File: config.mk
export PLATFORM = sky130hd
export DESIGN_NAME = isc_status_core
export DESIGN_NICKNAME = d
export VERILOG_FILES = /design/src/rtl/isc_pkg.sv /design/src/rtl/isc_status_core.sv
export SDC_FILE = /design/constraint.sdc
export NUM_CORES = 1
export LEC_CHECK = 0
export BUFFER_PORTS_ARGS = -buffer_cell sky130_fd_sc_hd__buf_2
export CAP_MARGIN = 10
export CORE_MARGIN = 2
export CORE_UTILIZATION = 41
export DETAILED_ROUTE_END_ITERATION = 10
export HOLD_SLACK_MARGIN = 0.03
export PLACE_DENSITY = 0.6
export SLEW_MARGIN = 5
export SYNTH_ARGS = -nofsm -noshare
export SYNTH_HDL_FRONTEND = slang
export SYNTH_SLANG_ARGS = --single-unit
File: constraint.sdc
create_clock -name clk_sys -period 7.7 [get_ports clk_sys]
set_input_delay 1.155 -clock clk_sys [delete_from_list [all_inputs] [get_ports clk_sys]]
set_output_delay 1.155 -clock clk_sys [all_outputs]
set_load 0.005 [all_outputs]
File: src/rtl/isc_pkg.sv
// Package: register map, field positions and carriers of the status block
package isc_pkg;
  // Register indices on the 3-bit register port
  localparam logic [2:0] OFS_CLK_SEL = 3'h0; // i2c_clock_source_select
  localparam logic [2:0] OFS_TMO_SEL = 3'h1; // bus_timeout_source_select
  localparam logic [2:0] OFS_BUS_STAT = 3'h2; // bus_state_status
  localparam logic [2:0] OFS_BUF_STAT = 3'h3; // buffer_status
  localparam logic [2:0] OFS_ERR = 3'h4; // error_flags_enables
  localparam logic [2:0] OFS_TX_BUF = 3'h5; // transmit_buffer
  localparam logic [2:0] OFS_RX_BUF = 3'h6; // receive_buffer
  localparam logic [2:0] OFS_CTRL = 3'h7; // enable and bus-free time

  // Timing clock codes
  localparam logic [3:0] CLK_SYS_DIV4 = 4'h0;
  localparam logic [3:0] CLK_SYS = 4'h1;
  localparam logic [3:0] CLK_EXT_FIRST = 4'h2;
  localparam logic [3:0] CLK_LAST_VALID = 4'h9;
  localparam logic [1:0] DIV4_LAST = 2'h3;

  // Timeout source codes
  localparam logic [2:0] TMO_RESERVED = 3'h0;
  localparam logic [2:0] TMO_FIRST = 3'h1;

  // Bus state status fields
  localparam int BS_FREE = 7;
  localparam int BS_SLAVE = 6;
  localparam int BS_MASTER = 5;
  localparam int BS_READ = 4;
  localparam int BS_DATA = 3;

  // Buffer status fields
  localparam int BF_TRANSMIT_WRITE_ERROR = 7;
  localparam int BF_TRANSMIT_EMPTY_FLAG = 5;
  localparam int BF_RECEIVE_READ_ERROR = 3;
  localparam int BF_CLR = 2;
  localparam int BF_RECEIVE_FULL_FLAG = 0;

  // Error register fields
  localparam int ER_TMO_IF = 6;
  localparam int ER_COL_IF = 5;
  localparam int ER_NACK_IF = 4;
  localparam int ER_TMO_IE = 2;
  localparam int ER_COL_IE = 1;
  localparam int ER_NACK_IE = 0;

  // Control register fields
  localparam int CT_EN = 7;
  localparam int CT_MULTI = 6;
  localparam int CT_FREE_LO = 0;

  // Bus-free time: 8 pulses shifted left by the field code
  localparam logic [6:0] BUS_FREE_BASE = 7'h08;
  localparam logic TRANSMIT_EMPTY_FLAG_RESET = 1'b1;

  // Kinds of matched received address
  typedef enum logic [1:0] {
    AK_7BIT = 2'b00,
    AK_10LOW = 2'b01,
    AK_10HIGH = 2'b10
  } isc_addr_kind_t;

  // Events from the sequencer and shifter, same clock
  typedef struct packed {
    logic startSent; // master put a Start on the bus
    logic stopSent; // master finished shifting a Stop
    logic addrMatch; // 8th fall of matching received address
    isc_addr_kind_t addrKind;
    logic addrRead; // direction bit of that address
    logic byteDone; // a byte finished on the bus
    logic byteIsData; // that byte was data
    logic nackSeen; // NACK in an active transfer
    logic underflow; // slave_transmit_underflow set
    logic overflow; // slave_receive_overflow set
    logic rxLoad; // shifter loads receive_buffer
    logic [7:0] rxByte;
    logic txTake; // shifter took transmit_buffer
    logic sdaDrivenHigh; // own SDA output released high
  } isc_seq_ev_t;
endpackage

File: src/rtl/isc_status_core.sv
// Clock/timeout select, bus status, buffer flags and error flags
//
// Local design decisions: the placing of the registers and the address-and-strobe port.
`timescale 1ns/1ps
module isc_status_core (
  input wire logic clk_sys,
  input wire logic rst_n,
  input wire logic [2:0] regAddr,
  input wire logic [7:0] regWdata,
  input wire logic regWr,
  input wire logic regRd,
  output logic [7:0] regRdata,
  input wire logic sclIn,
  input wire logic sdaIn,
  input wire logic [7:0] clkSrcIn,
  input wire logic [6:0] tmoSrcIn,
  input isc_pkg::isc_seq_ev_t seqEv,
  output logic moduleEnable,
  output logic multiMaster,
  output logic i2cClkTick,
  output logic goIdle,
  output logic forceNack,
  output logic [7:0] txByte,
  output logic dmaTxReq,
  output logic dmaRxReq,
  output logic rxIrqFlag,
  output logic txIrqFlag,
  output logic errIrq
);
  // Whole state of the block
  typedef struct packed {
    logic sclMeta; // Synchroniser first stages
    logic sclSync;
    logic sclPrev;
    logic sdaMeta;
    logic sdaSync;
    logic sdaPrev;
    logic [7:0] clkMeta;
    logic [7:0] clkSync;
    logic [7:0] clkPrev;
    logic [6:0] tmoMeta;
    logic [6:0] tmoSync;
    logic [6:0] tmoPrev;
    logic [1:0] divCnt; // System clock divide by four
    logic tick;
    logic [3:0] clkSel;
    logic [2:0] timeoutSourceCode;
    logic enable;
    logic multi;
    logic [1:0] busFreeTimeField;
    logic [6:0] freeCnt;
    logic busFreeFlag;
    logic slaveActiveFlag;
    logic masterActiveFlag;
    logic readFlag;
    logic dataFlag;
    logic tenArmed; // 10-bit high+low write seen
    logic [7:0] txBuf;
    logic [7:0] rxBuf;
    logic transmitEmptyFlag;
    logic receiveFullFlag;
    logic transmitWriteError;
    logic receiveReadError;
    logic rxIrq;
    logic txIrq;
    logic timeoutFlag;
    logic collisionFlag;
    logic nackDetectFlag;
    logic timeoutIrqEnable;
    logic collisionIrqEnable;
    logic nackIrqEnable;
    logic errIrq;
    logic goIdle;
    logic forceNack;
    logic dmaTx;
    logic dmaRx;
    logic [7:0] rdData;
  } isc_state_t;

  isc_state_t st_r; // Registered state
  isc_state_t st_nxt; // Next state

  // Decoded conditions of the current cycle
  logic clkValid;
  logic tickNow;
  logic [2:0] extIdx;
  logic [2:0] tmoIdx;
  logic sclRise;
  logic startDet;
  logic stopDet;
  logic linesHigh;
  logic colEv;
  logic tmoEv;
  logic busy;
  logic txWrite;
  logic rxRead;
  logic bufWrite;
  logic errWrite;
  logic ctlWrite;
  logic wErr;
  logic rErr;
  logic [6:0] freeThr;
  logic [6:0] cntInc;

  // Clock source decode; codes above nine give no clock
  assign clkValid = st_r.clkSel <= isc_pkg::CLK_LAST_VALID;
  assign extIdx = 3'(st_r.clkSel - isc_pkg::CLK_EXT_FIRST);

  // Selected timing pulse, one cycle each
  always_comb begin
    tickNow = 1'b0;
    case (st_r.clkSel)
      isc_pkg::CLK_SYS_DIV4: tickNow = st_r.divCnt == isc_pkg::DIV4_LAST;
      isc_pkg::CLK_SYS: tickNow = 1'b1;
      default: begin
        // External sources: rising edge of synced level
        if (clkValid) begin
          tickNow = st_r.clkSync[extIdx] & ~st_r.clkPrev[extIdx];
        end
      end
    endcase
  end

  // Timeout source: code zero selects nothing
  assign tmoIdx = st_r.timeoutSourceCode - isc_pkg::TMO_FIRST;
  assign busy = st_r.slaveActiveFlag | st_r.masterActiveFlag;
  assign tmoEv = st_r.enable && busy
    && st_r.timeoutSourceCode != isc_pkg::TMO_RESERVED
    && st_r.tmoSync[tmoIdx] && !st_r.tmoPrev[tmoIdx];

  // Bus line events from synced pins
  assign sclRise = st_r.sclSync & ~st_r.sclPrev;
  assign startDet = st_r.sclSync & st_r.sclPrev
    & st_r.sdaPrev & ~st_r.sdaSync;
  assign stopDet = st_r.sclSync & st_r.sclPrev
    & ~st_r.sdaPrev & st_r.sdaSync;
  assign linesHigh = st_r.sclSync & st_r.sdaSync;

  // Own SDA released high but line low on SCL rise
  assign colEv = st_r.enable && sclRise
    && seqEv.sdaDrivenHigh && !st_r.sdaSync;

  // Bus-free threshold 8, 16, 32 or 64 pulses
  assign freeThr = isc_pkg::BUS_FREE_BASE << st_r.busFreeTimeField;
  assign cntInc = st_r.freeCnt + 7'h01;

  // Register strobes
  assign txWrite = regWr && regAddr == isc_pkg::OFS_TX_BUF;
  assign rxRead = regRd && regAddr == isc_pkg::OFS_RX_BUF;
  assign bufWrite = regWr && regAddr == isc_pkg::OFS_BUF_STAT;
  assign errWrite = regWr && regAddr == isc_pkg::OFS_ERR;
  assign ctlWrite = regWr && regAddr == isc_pkg::OFS_CTRL;
  assign wErr = txWrite && !st_r.transmitEmptyFlag;
  assign rErr = rxRead && !st_r.receiveFullFlag;

  // Next state of the whole block
  always_comb begin
    st_nxt = st_r;
    // Two-stage synchronisers, then edge history
    st_nxt.sclMeta = sclIn;
    st_nxt.sclSync = st_r.sclMeta;
    st_nxt.sclPrev = st_r.sclSync;
    st_nxt.sdaMeta = sdaIn;
    st_nxt.sdaSync = st_r.sdaMeta;
    st_nxt.sdaPrev = st_r.sdaSync;
    st_nxt.clkMeta = clkSrcIn;
    st_nxt.clkSync = st_r.clkMeta;
    st_nxt.clkPrev = st_r.clkSync;
    st_nxt.tmoMeta = tmoSrcIn;
    st_nxt.tmoSync = st_r.tmoMeta;
    st_nxt.tmoPrev = st_r.tmoSync;
    st_nxt.divCnt = st_r.divCnt + 2'h1;
    st_nxt.tick = tickNow;

    // Configuration writes
    if (regWr && regAddr == isc_pkg::OFS_CLK_SEL) begin
      st_nxt.clkSel = regWdata[3:0];
    end
    if (regWr && regAddr == isc_pkg::OFS_TMO_SEL) begin
      st_nxt.timeoutSourceCode = regWdata[2:0];
    end
    if (ctlWrite) begin
      st_nxt.enable = regWdata[isc_pkg::CT_EN];
      st_nxt.multi = regWdata[isc_pkg::CT_MULTI];
      st_nxt.busFreeTimeField = regWdata[isc_pkg::CT_FREE_LO +: 2];
    end

    // Bus-free counter; restarts whenever a line drops
    if (!linesHigh || !clkValid) begin
      st_nxt.freeCnt = 7'h00;
    end else if (tickNow && st_r.freeCnt < freeThr) begin
      st_nxt.freeCnt = cntInc;
    end
    st_nxt.busFreeFlag = linesHigh && clkValid
      && st_nxt.freeCnt >= freeThr;

    // Matched received address
    if (seqEv.addrMatch && st_r.enable) begin
      st_nxt.readFlag = seqEv.addrRead;
      case (seqEv.addrKind)
        isc_pkg::AK_7BIT: st_nxt.slaveActiveFlag = 1'b1;
        isc_pkg::AK_10LOW: begin
          st_nxt.slaveActiveFlag = 1'b1;
          st_nxt.tenArmed = !seqEv.addrRead;
        end
        isc_pkg::AK_10HIGH: begin
          // High with read counts only after high+low write
          if (seqEv.addrRead && st_r.tenArmed) begin
            st_nxt.slaveActiveFlag = 1'b1;
          end
        end
        default: ;
      endcase
    end
    // Bus conditions and errors end slave activity
    if (startDet || stopDet || tmoEv || colEv) begin
      st_nxt.slaveActiveFlag = 1'b0;
    end
    // Restart keeps the 10-bit history, Stop drops it
    if (stopDet || tmoEv || colEv || !st_r.enable) begin
      st_nxt.tenArmed = 1'b0;
    end

    // Master activity
    if (seqEv.startSent && st_r.enable) begin
      st_nxt.masterActiveFlag = 1'b1;
    end
    if (colEv || seqEv.stopSent) begin
      st_nxt.masterActiveFlag = 1'b0;
    end
    // Disable drops all activity
    if (!st_r.enable) begin
      st_nxt.slaveActiveFlag = 1'b0;
      st_nxt.masterActiveFlag = 1'b0;
    end

    // Kind of last byte on the bus
    if (seqEv.byteDone) begin
      st_nxt.dataFlag = seqEv.byteIsData;
    end

    // Software side of buffer status; clears go first
    if (bufWrite) begin
      st_nxt.transmitWriteError = regWdata[isc_pkg::BF_TRANSMIT_WRITE_ERROR];
      st_nxt.receiveReadError = regWdata[isc_pkg::BF_RECEIVE_READ_ERROR];
      if (regWdata[isc_pkg::BF_CLR]) begin
        st_nxt.transmitEmptyFlag = 1'b1;
        st_nxt.receiveFullFlag = 1'b0;
        st_nxt.rxIrq = 1'b0;
        st_nxt.txIrq = 1'b0;
      end
    end
    // Receive read frees the buffer
    if (rxRead && st_r.receiveFullFlag) begin
      st_nxt.receiveFullFlag = 1'b0;
      st_nxt.rxIrq = 1'b0;
    end
    // Shifter took the byte; a write below may refill it
    if (seqEv.txTake) begin
      st_nxt.transmitEmptyFlag = 1'b1;
      st_nxt.txIrq = 1'b1;
    end
    // Write to a full buffer keeps the old byte
    if (txWrite && st_r.transmitEmptyFlag) begin
      st_nxt.txBuf = regWdata;
      st_nxt.transmitEmptyFlag = 1'b0;
      st_nxt.txIrq = 1'b0;
    end
    // Arrival wins over a same-cycle read or clear
    if (seqEv.rxLoad) begin
      st_nxt.rxBuf = seqEv.rxByte;
      st_nxt.receiveFullFlag = 1'b1;
      st_nxt.rxIrq = 1'b1;
    end
    // Hardware sets of the error bits win over writes
    if (wErr) begin
      st_nxt.transmitWriteError = 1'b1;
    end
    if (rErr) begin
      st_nxt.receiveReadError = 1'b1;
    end
    // Flags held in reset state while disabled
    if (!st_r.enable) begin
      st_nxt.transmitEmptyFlag = 1'b1;
      st_nxt.receiveFullFlag = 1'b0;
    end

    // Error register: write first, hardware sets win
    if (errWrite) begin
      st_nxt.timeoutFlag = regWdata[isc_pkg::ER_TMO_IF];
      st_nxt.collisionFlag = regWdata[isc_pkg::ER_COL_IF];
      st_nxt.nackDetectFlag = regWdata[isc_pkg::ER_NACK_IF];
      st_nxt.timeoutIrqEnable = regWdata[isc_pkg::ER_TMO_IE];
      st_nxt.collisionIrqEnable = regWdata[isc_pkg::ER_COL_IE];
      st_nxt.nackIrqEnable = regWdata[isc_pkg::ER_NACK_IE];
    end
    if (tmoEv) begin
      st_nxt.timeoutFlag = 1'b1;
    end
    if (colEv) begin
      st_nxt.collisionFlag = 1'b1;
    end
    // NACKs to foreign addresses never reach here: not busy
    if ((seqEv.nackSeen && busy) || wErr || rErr
        || seqEv.underflow || seqEv.overflow) begin
      st_nxt.nackDetectFlag = 1'b1;
    end

    // Outputs, each a flop
    st_nxt.errIrq = (st_r.timeoutFlag & st_r.timeoutIrqEnable)
      | (st_r.collisionFlag & st_r.collisionIrqEnable)
      | (st_r.nackDetectFlag & st_r.nackIrqEnable);
    st_nxt.goIdle = tmoEv | colEv;
    st_nxt.forceNack = st_r.transmitWriteError
      | st_r.receiveReadError;
    st_nxt.dmaTx = st_nxt.transmitEmptyFlag;
    st_nxt.dmaRx = st_nxt.receiveFullFlag;

    // Read data, valid the cycle after the strobe
    st_nxt.rdData = 8'h00;
    if (regRd) begin
      case (regAddr)
        isc_pkg::OFS_CLK_SEL: st_nxt.rdData = {4'h0, st_r.clkSel};
        isc_pkg::OFS_TMO_SEL: begin
          st_nxt.rdData = {5'h00, st_r.timeoutSourceCode};
        end
        isc_pkg::OFS_BUS_STAT: begin
          st_nxt.rdData[isc_pkg::BS_FREE] = st_r.busFreeFlag;
          st_nxt.rdData[isc_pkg::BS_SLAVE] = st_r.slaveActiveFlag;
          st_nxt.rdData[isc_pkg::BS_MASTER] = st_r.masterActiveFlag;
          st_nxt.rdData[isc_pkg::BS_READ] = st_r.readFlag;
          st_nxt.rdData[isc_pkg::BS_DATA] = st_r.dataFlag;
        end
        isc_pkg::OFS_BUF_STAT: begin
          // Clear-buffer bit always reads zero
          st_nxt.rdData[isc_pkg::BF_TRANSMIT_WRITE_ERROR] = st_r.transmitWriteError;
          st_nxt.rdData[isc_pkg::BF_TRANSMIT_EMPTY_FLAG] = st_r.transmitEmptyFlag;
          st_nxt.rdData[isc_pkg::BF_RECEIVE_READ_ERROR] = st_r.receiveReadError;
          st_nxt.rdData[isc_pkg::BF_RECEIVE_FULL_FLAG] = st_r.receiveFullFlag;
        end
        isc_pkg::OFS_ERR: begin
          st_nxt.rdData[isc_pkg::ER_TMO_IF] = st_r.timeoutFlag;
          st_nxt.rdData[isc_pkg::ER_COL_IF] = st_r.collisionFlag;
          st_nxt.rdData[isc_pkg::ER_NACK_IF] = st_r.nackDetectFlag;
          st_nxt.rdData[isc_pkg::ER_TMO_IE] = st_r.timeoutIrqEnable;
          st_nxt.rdData[isc_pkg::ER_COL_IE] = st_r.collisionIrqEnable;
          st_nxt.rdData[isc_pkg::ER_NACK_IE] = st_r.nackIrqEnable;
        end
        isc_pkg::OFS_RX_BUF: st_nxt.rdData = st_r.rxBuf;
        isc_pkg::OFS_CTRL: begin
          st_nxt.rdData[isc_pkg::CT_EN] = st_r.enable;
          st_nxt.rdData[isc_pkg::CT_MULTI] = st_r.multi;
          st_nxt.rdData[isc_pkg::CT_FREE_LO +: 2] = st_r.busFreeTimeField;
        end
        default: st_nxt.rdData = 8'h00; // Transmit buffer is write-only
      endcase
    end
  end

  // State register, synchronous reset to constants
  always_ff @(posedge clk_sys) begin
    if (!rst_n) begin
      st_r <= '0;
      st_r.transmitEmptyFlag <= isc_pkg::TRANSMIT_EMPTY_FLAG_RESET;
      st_r.dmaTx <= isc_pkg::TRANSMIT_EMPTY_FLAG_RESET;
    end else begin
      st_r <= st_nxt;
    end
  end

  // Ports straight from the state flops
  assign regRdata = st_r.rdData;
  assign moduleEnable = st_r.enable;
  assign multiMaster = st_r.multi;
  assign i2cClkTick = st_r.tick;
  assign goIdle = st_r.goIdle;
  assign forceNack = st_r.forceNack;
  assign txByte = st_r.txBuf;
  assign dmaTxReq = st_r.dmaTx;
  assign dmaRxReq = st_r.dmaRx;
  assign rxIrqFlag = st_r.rxIrq;
  assign txIrqFlag = st_r.txIrq;
  assign errIrq = st_r.errIrq;
endmodule

### Word-level counts from Yosys, hierarchy flattened

Index checks and enable logic that the tools add are counted.

| cells by class | value |
|---|---|
| $add $sub $neg | 4 |
| multipliers | 0 |
| div/mod/pow operators | 0 |
| $lt $le $gt $ge | 5 |
| equality and inequality tests | 12 |
| shifts and indexed selects | 1 |
| multiplexer cells | 38 |
| bitwise logic cells | 22 |
| reduce and logical (&&, ||, !) cells | 73 |

Operator list:

| kind | number |
|---|---|
| logical AND 1 bit | 25 |
| case mux 1 bit (4 select lines) | 5 |
| 2-to-1 mux 1 bit | 18 |
| nonzero test 2 bit | 8 |
| nonzero test 3 bit | 5 |
| 2-to-1 mux 7 bit | 2 |
| binary-select mux 1 bit (select 3 bit) | 4 |
| == test 3 bit (second input constant) | 4 |
| logical OR 1 bit | 12 |
| 2-to-1 mux 6 bit | 2 |
| AND reduction 2 bit | 6 |
| AND 1 bit | 11 |
| zero test 1 bit | 8 |
| less-than comparator 3 x 4 -> 1 bit (second input constant) | 2 |
| adder 7 x 1 -> 7 bit (second input constant) | 1 |
| >= comparator 7 bit | 1 |
| less-than comparator 7 bit | 1 |
| left shift 4 x 2 -> 7 bit (first input constant) | 1 |
| == test 3 x 2 -> 1 bit (second input constant) | 2 |
| inverter 1 bit | 6 |
| case mux 1 bit (6 select lines) | 1 |
| OR reduction 2 bit | 3 |
| OR reduction 3 bit | 2 |
| OR 1 bit | 5 |
| 17 further kinds | 20 |

| word-level totals | value |
|---|---|
| register bits after elaboration | 117 |
| bits in latches | 0 |
| RAM bits | 0 |
| bits in read-only memories | 0 |
| bits of input ports | 54 |
| output and inout port bits | 26 |
| word-level logic and storage cells | 199 |
| memories | 0 |

### Longest topological paths before layout

| depth | value |
|---|---|
| word-level depth | 12 |
| depth in mapped cells | 13 |
| gate-level depth less buffers | 13 |

### Least setup slack after synthesis

Ideal clock, no wire load.

| path | value |
|---|---|
| kind | register to register |
| start | register st_r[54] in the netlist's numbering |
| end | register st_r[46] in the netlist's numbering |
| library setup time | 0.119 ns |
| data arrival time | 2.572 ns |
| required time | 7.581 ns |
| path slack | 5.009 ns |
| stages on the path, launching flop included | 14 |
| buffers on the path | 0 |
| period minus slack after synthesis | 2.691 ns |
| path through | dfxtp_1 -> or2_2 -> ha_1 -> o21ai_0 -> a21o_1 -> o2111ai_1 -> or3_1 -> a21oi_1 -> ha_1 -> o21a_1 -> o21ai_0 -> nand2b_1 -> a21oi_1 -> nor2_1 |

RTL lines:

| what | RTL line | text |
|---|---|---|
| start, declared | isc_status_core.sv:80 | `isc_state_t st_r;` |
| start signal, assigned | isc_status_core.sv:367 | `st_r <= st_nxt;` |

==> impl_metrics.toml <==
[run_status]
outcome = "completed"

[final_layout]
syn2layout_area_growth_pct = 20.6
drive_gt1_share_pct = 20.8
diodes = 0
final_cell_mix = "dfxtp_1, buf_2, and2_1, mux2i_1, nor2_1"
final_nets = 616
final_common_cell = "dfxtp_1"
nFillCells = 1082

[worst_setup_path]
worstPathCellList = "or2_2 -> ha_1 -> o21ai_0 -> a21o_1 -> o2111ai_1 -> or3_1 -> a21oi_1 -> ha_1 -> o21a_1 -> o21ai_0 -> nand2b_1 -> a21oi_1 -> nor2_1"
critPathCaptureType = "register"
cp.arrival_ps = 3170
worst-path-max-fanout = 6
crit_required_ps = 7990
critical_path.max_stage_delay_ps = 350
slowest_stage = "or3_1"
start_kind = "register"
critPathKind = "register to register"

[timing]
period_needed_ps = 2890
period_share_pct = 37.5
finalMaxSlewViolations = 0
worst_slew_pin_slew_ps = 777
slew_headroom_pct = 48.1
final-setup-viol-count = 0
timing.final.ws_setup_ps = 4810
fmax_mhz = 346
rsz0062_at_grt = "no"
finClkSkew_ps = 7.59
hold_violations = 0
timing.setup.tns_ps = 0

[clock_tree]
cts_hold_buf = 0
clock_latency_ps = 410
cts.sinks = 117
numCtsBuffers = 17
post_cts_buffers = 0
cts-resized-gates = 0
clock_path_buffers = 2
ctsHtreeMaxLevel = 4
path_clk_slew_ps = 50
cts_tree = "yes"
cts_root_buf = "clkbuf_16"

[die]
die-height_um = 112
die_w_um = 112
io_pins = 80
dieArea_um2 = 12600
core-area_um2 = 11400
rows = 39
start_util_pct = 42.1

[pwr]
power_frac_clock_pct = 54.1
leakage_nw = 2.49
peakVddDrop_mv = 0.176
p_per_area_nw_per_um2 = 268
p_int_mw = 1.23
seq_power_share_pct = 41.0
pwr-share-comb_pct = 5.0
switching_power_uw = 324
sw_frac_of_total_pct = 20.9

[global_routing]
overflow = 0
grt_antenna_before_repair = 0
grt_pass1_wl_um = 16700
grt_pass1_vias = 3332
grt_use_total_pct = 16.9
grt_max_degree = 84

[logic_synthesis]
synth_ff_type = "dfxtp_1"
synthCells = 492
synth_area_um2 = 4800
async_reset_ff_share_pct = 0
synth.top_cells.by_area = "dfxtp_1, mux2i_1, and2_1"
netlist-cell-type-count = 54
synth_edf_count = 0
synth.largest_area_cell = "dfxtp_1"
synth-seq-cells = 117
synth_warnings = 0
yosysSeqAreaShare_pct = 48.8
synth.avg_cell_area_um2 = 9.76
synth_nets = 558
synth_top_area_share_pct = 48.8

[detailed_routing]
wl_per_cell_um = 14.3
drc = 0
via_per_inst = 5.00
drt_first_pass_iters = 4
ant_nets = 0
wirelength_um = 10100
num_vias = 3527
drt_iter0_drc = 137

[worst_hold_path]
hold_path.class = "register to register"

[job]
maxCapViolCount = 0

[place]
hpwl_um = 6990
dp_slack_ps = 4740
routabilityCongestion = 0.845
port_buffers = 79
[per-stage QoR]
step                std cells  instance area (um^2)  utilization [%]  power (mW)  hold slack [ps]
detailed placement        674                  5150             45.1       0.727              418
CTS                       705                  5790             50.7        1.57              425
global route              705                  5790             50.7        1.61              438
finish                    705                  5790             50.7        1.55              424
global placement          674                  5150             45.1       0.725              409
floorplan                 492                  4800                -       0.698              398
[logic make-up (layout without fill, tap and decap cells)]
kind of cell	count (synthesis)	count (layout)	share of synthesized area, %
xor gates and xnor gates	2	2	0.365
adders and majority gates	12	12	3.13
AOI/OAI and AO/OA	67	67	8.70
and+or+nand+nor	199	199	23.7
DFF	117	117	48.8
buffers and inverters	50	120	5.58
muxes	45	45	9.72
[sequential cells by signal, summed over array words and instances (netlist names)]
signal        cells
txByte            8
multiMaster       1
dmaRxReq          1
errIrq            1
txIrqFlag         1
st_nxt           34
regRdata          8
moduleEnable      1
rxIrqFlag         1
dmaTxReq          1
st_r             57
goIdle            1
i2cClkTick        1
forceNack         1
[worst max-delay path, delay by kind of cell (launching register included)]
kind / cells / cell delay [ps]
and+or+nand+nor: 4 / 790
adders and majority gates: 2 / 520
AOI/OAI and AO/OA: 7 / 1140
DFF: 1 / 340
[area by class of cell]
type                       instances  area, um^2  share of cell area [%]
clock buffer                      20         467                    8.06
multi-input combinational        325        2190                    37.9
inverter                           9        33.8                   0.583
tap                              143         179                    3.09
clock inverter                    11         174                    3.00
timing repair buffer              80         403                    6.96
sequential                       117        2340                    40.4
[power groups by stage]
stage	sequential [mW]	combinational, mW	clock [mW]
floorplan	0.645	0.0537	0
global placement	0.648	0.0766	0
detailed placement	0.649	0.0781	0
CTS	0.636	0.0784	0.859
global route	0.638	0.0870	0.887
finish	0.636	0.0773	0.840
[cell usage after synthesis (5+ instances only)]
cell and count:
dfxtp_1 117, and2_1 55, mux2i_1 41, nor2_1 36
nor2b_1 25, a21oi_1 24, nand2_1 23, clkbuf_1 18
buf_4 16, ha_1 12, o21ai_0 12, inv_1 9
nand3_1 8, nor3_1 8, and3_1 6, nand2b_1 6
a31oi_1 5, nand4_1 5
[layer usage]
metal	share of wire (%)	track usage, %	wire length [um]	vias to the layer above
li1	-	-	-	1812
met1	46	21.7	4630	1597
met2	46	26.9	4670	105
met3	6.5	5.08	653	13
met4	1.6	6.50	157	0
met5	0	0	0	-
[worst paths after layout]
path | start | endpoint | slack, ps | cells past startpoint
max reg2reg | st_r[54] | st_r[46] | 4810 | 13
min reg2reg | st_r[66] | st_r[66] | 420 | 1
max | st_r[54] | st_r[46] | 4810 | 13
min | st_r[66] | st_r[66] | 420 | 1
(Power assumes the default switching activity.)
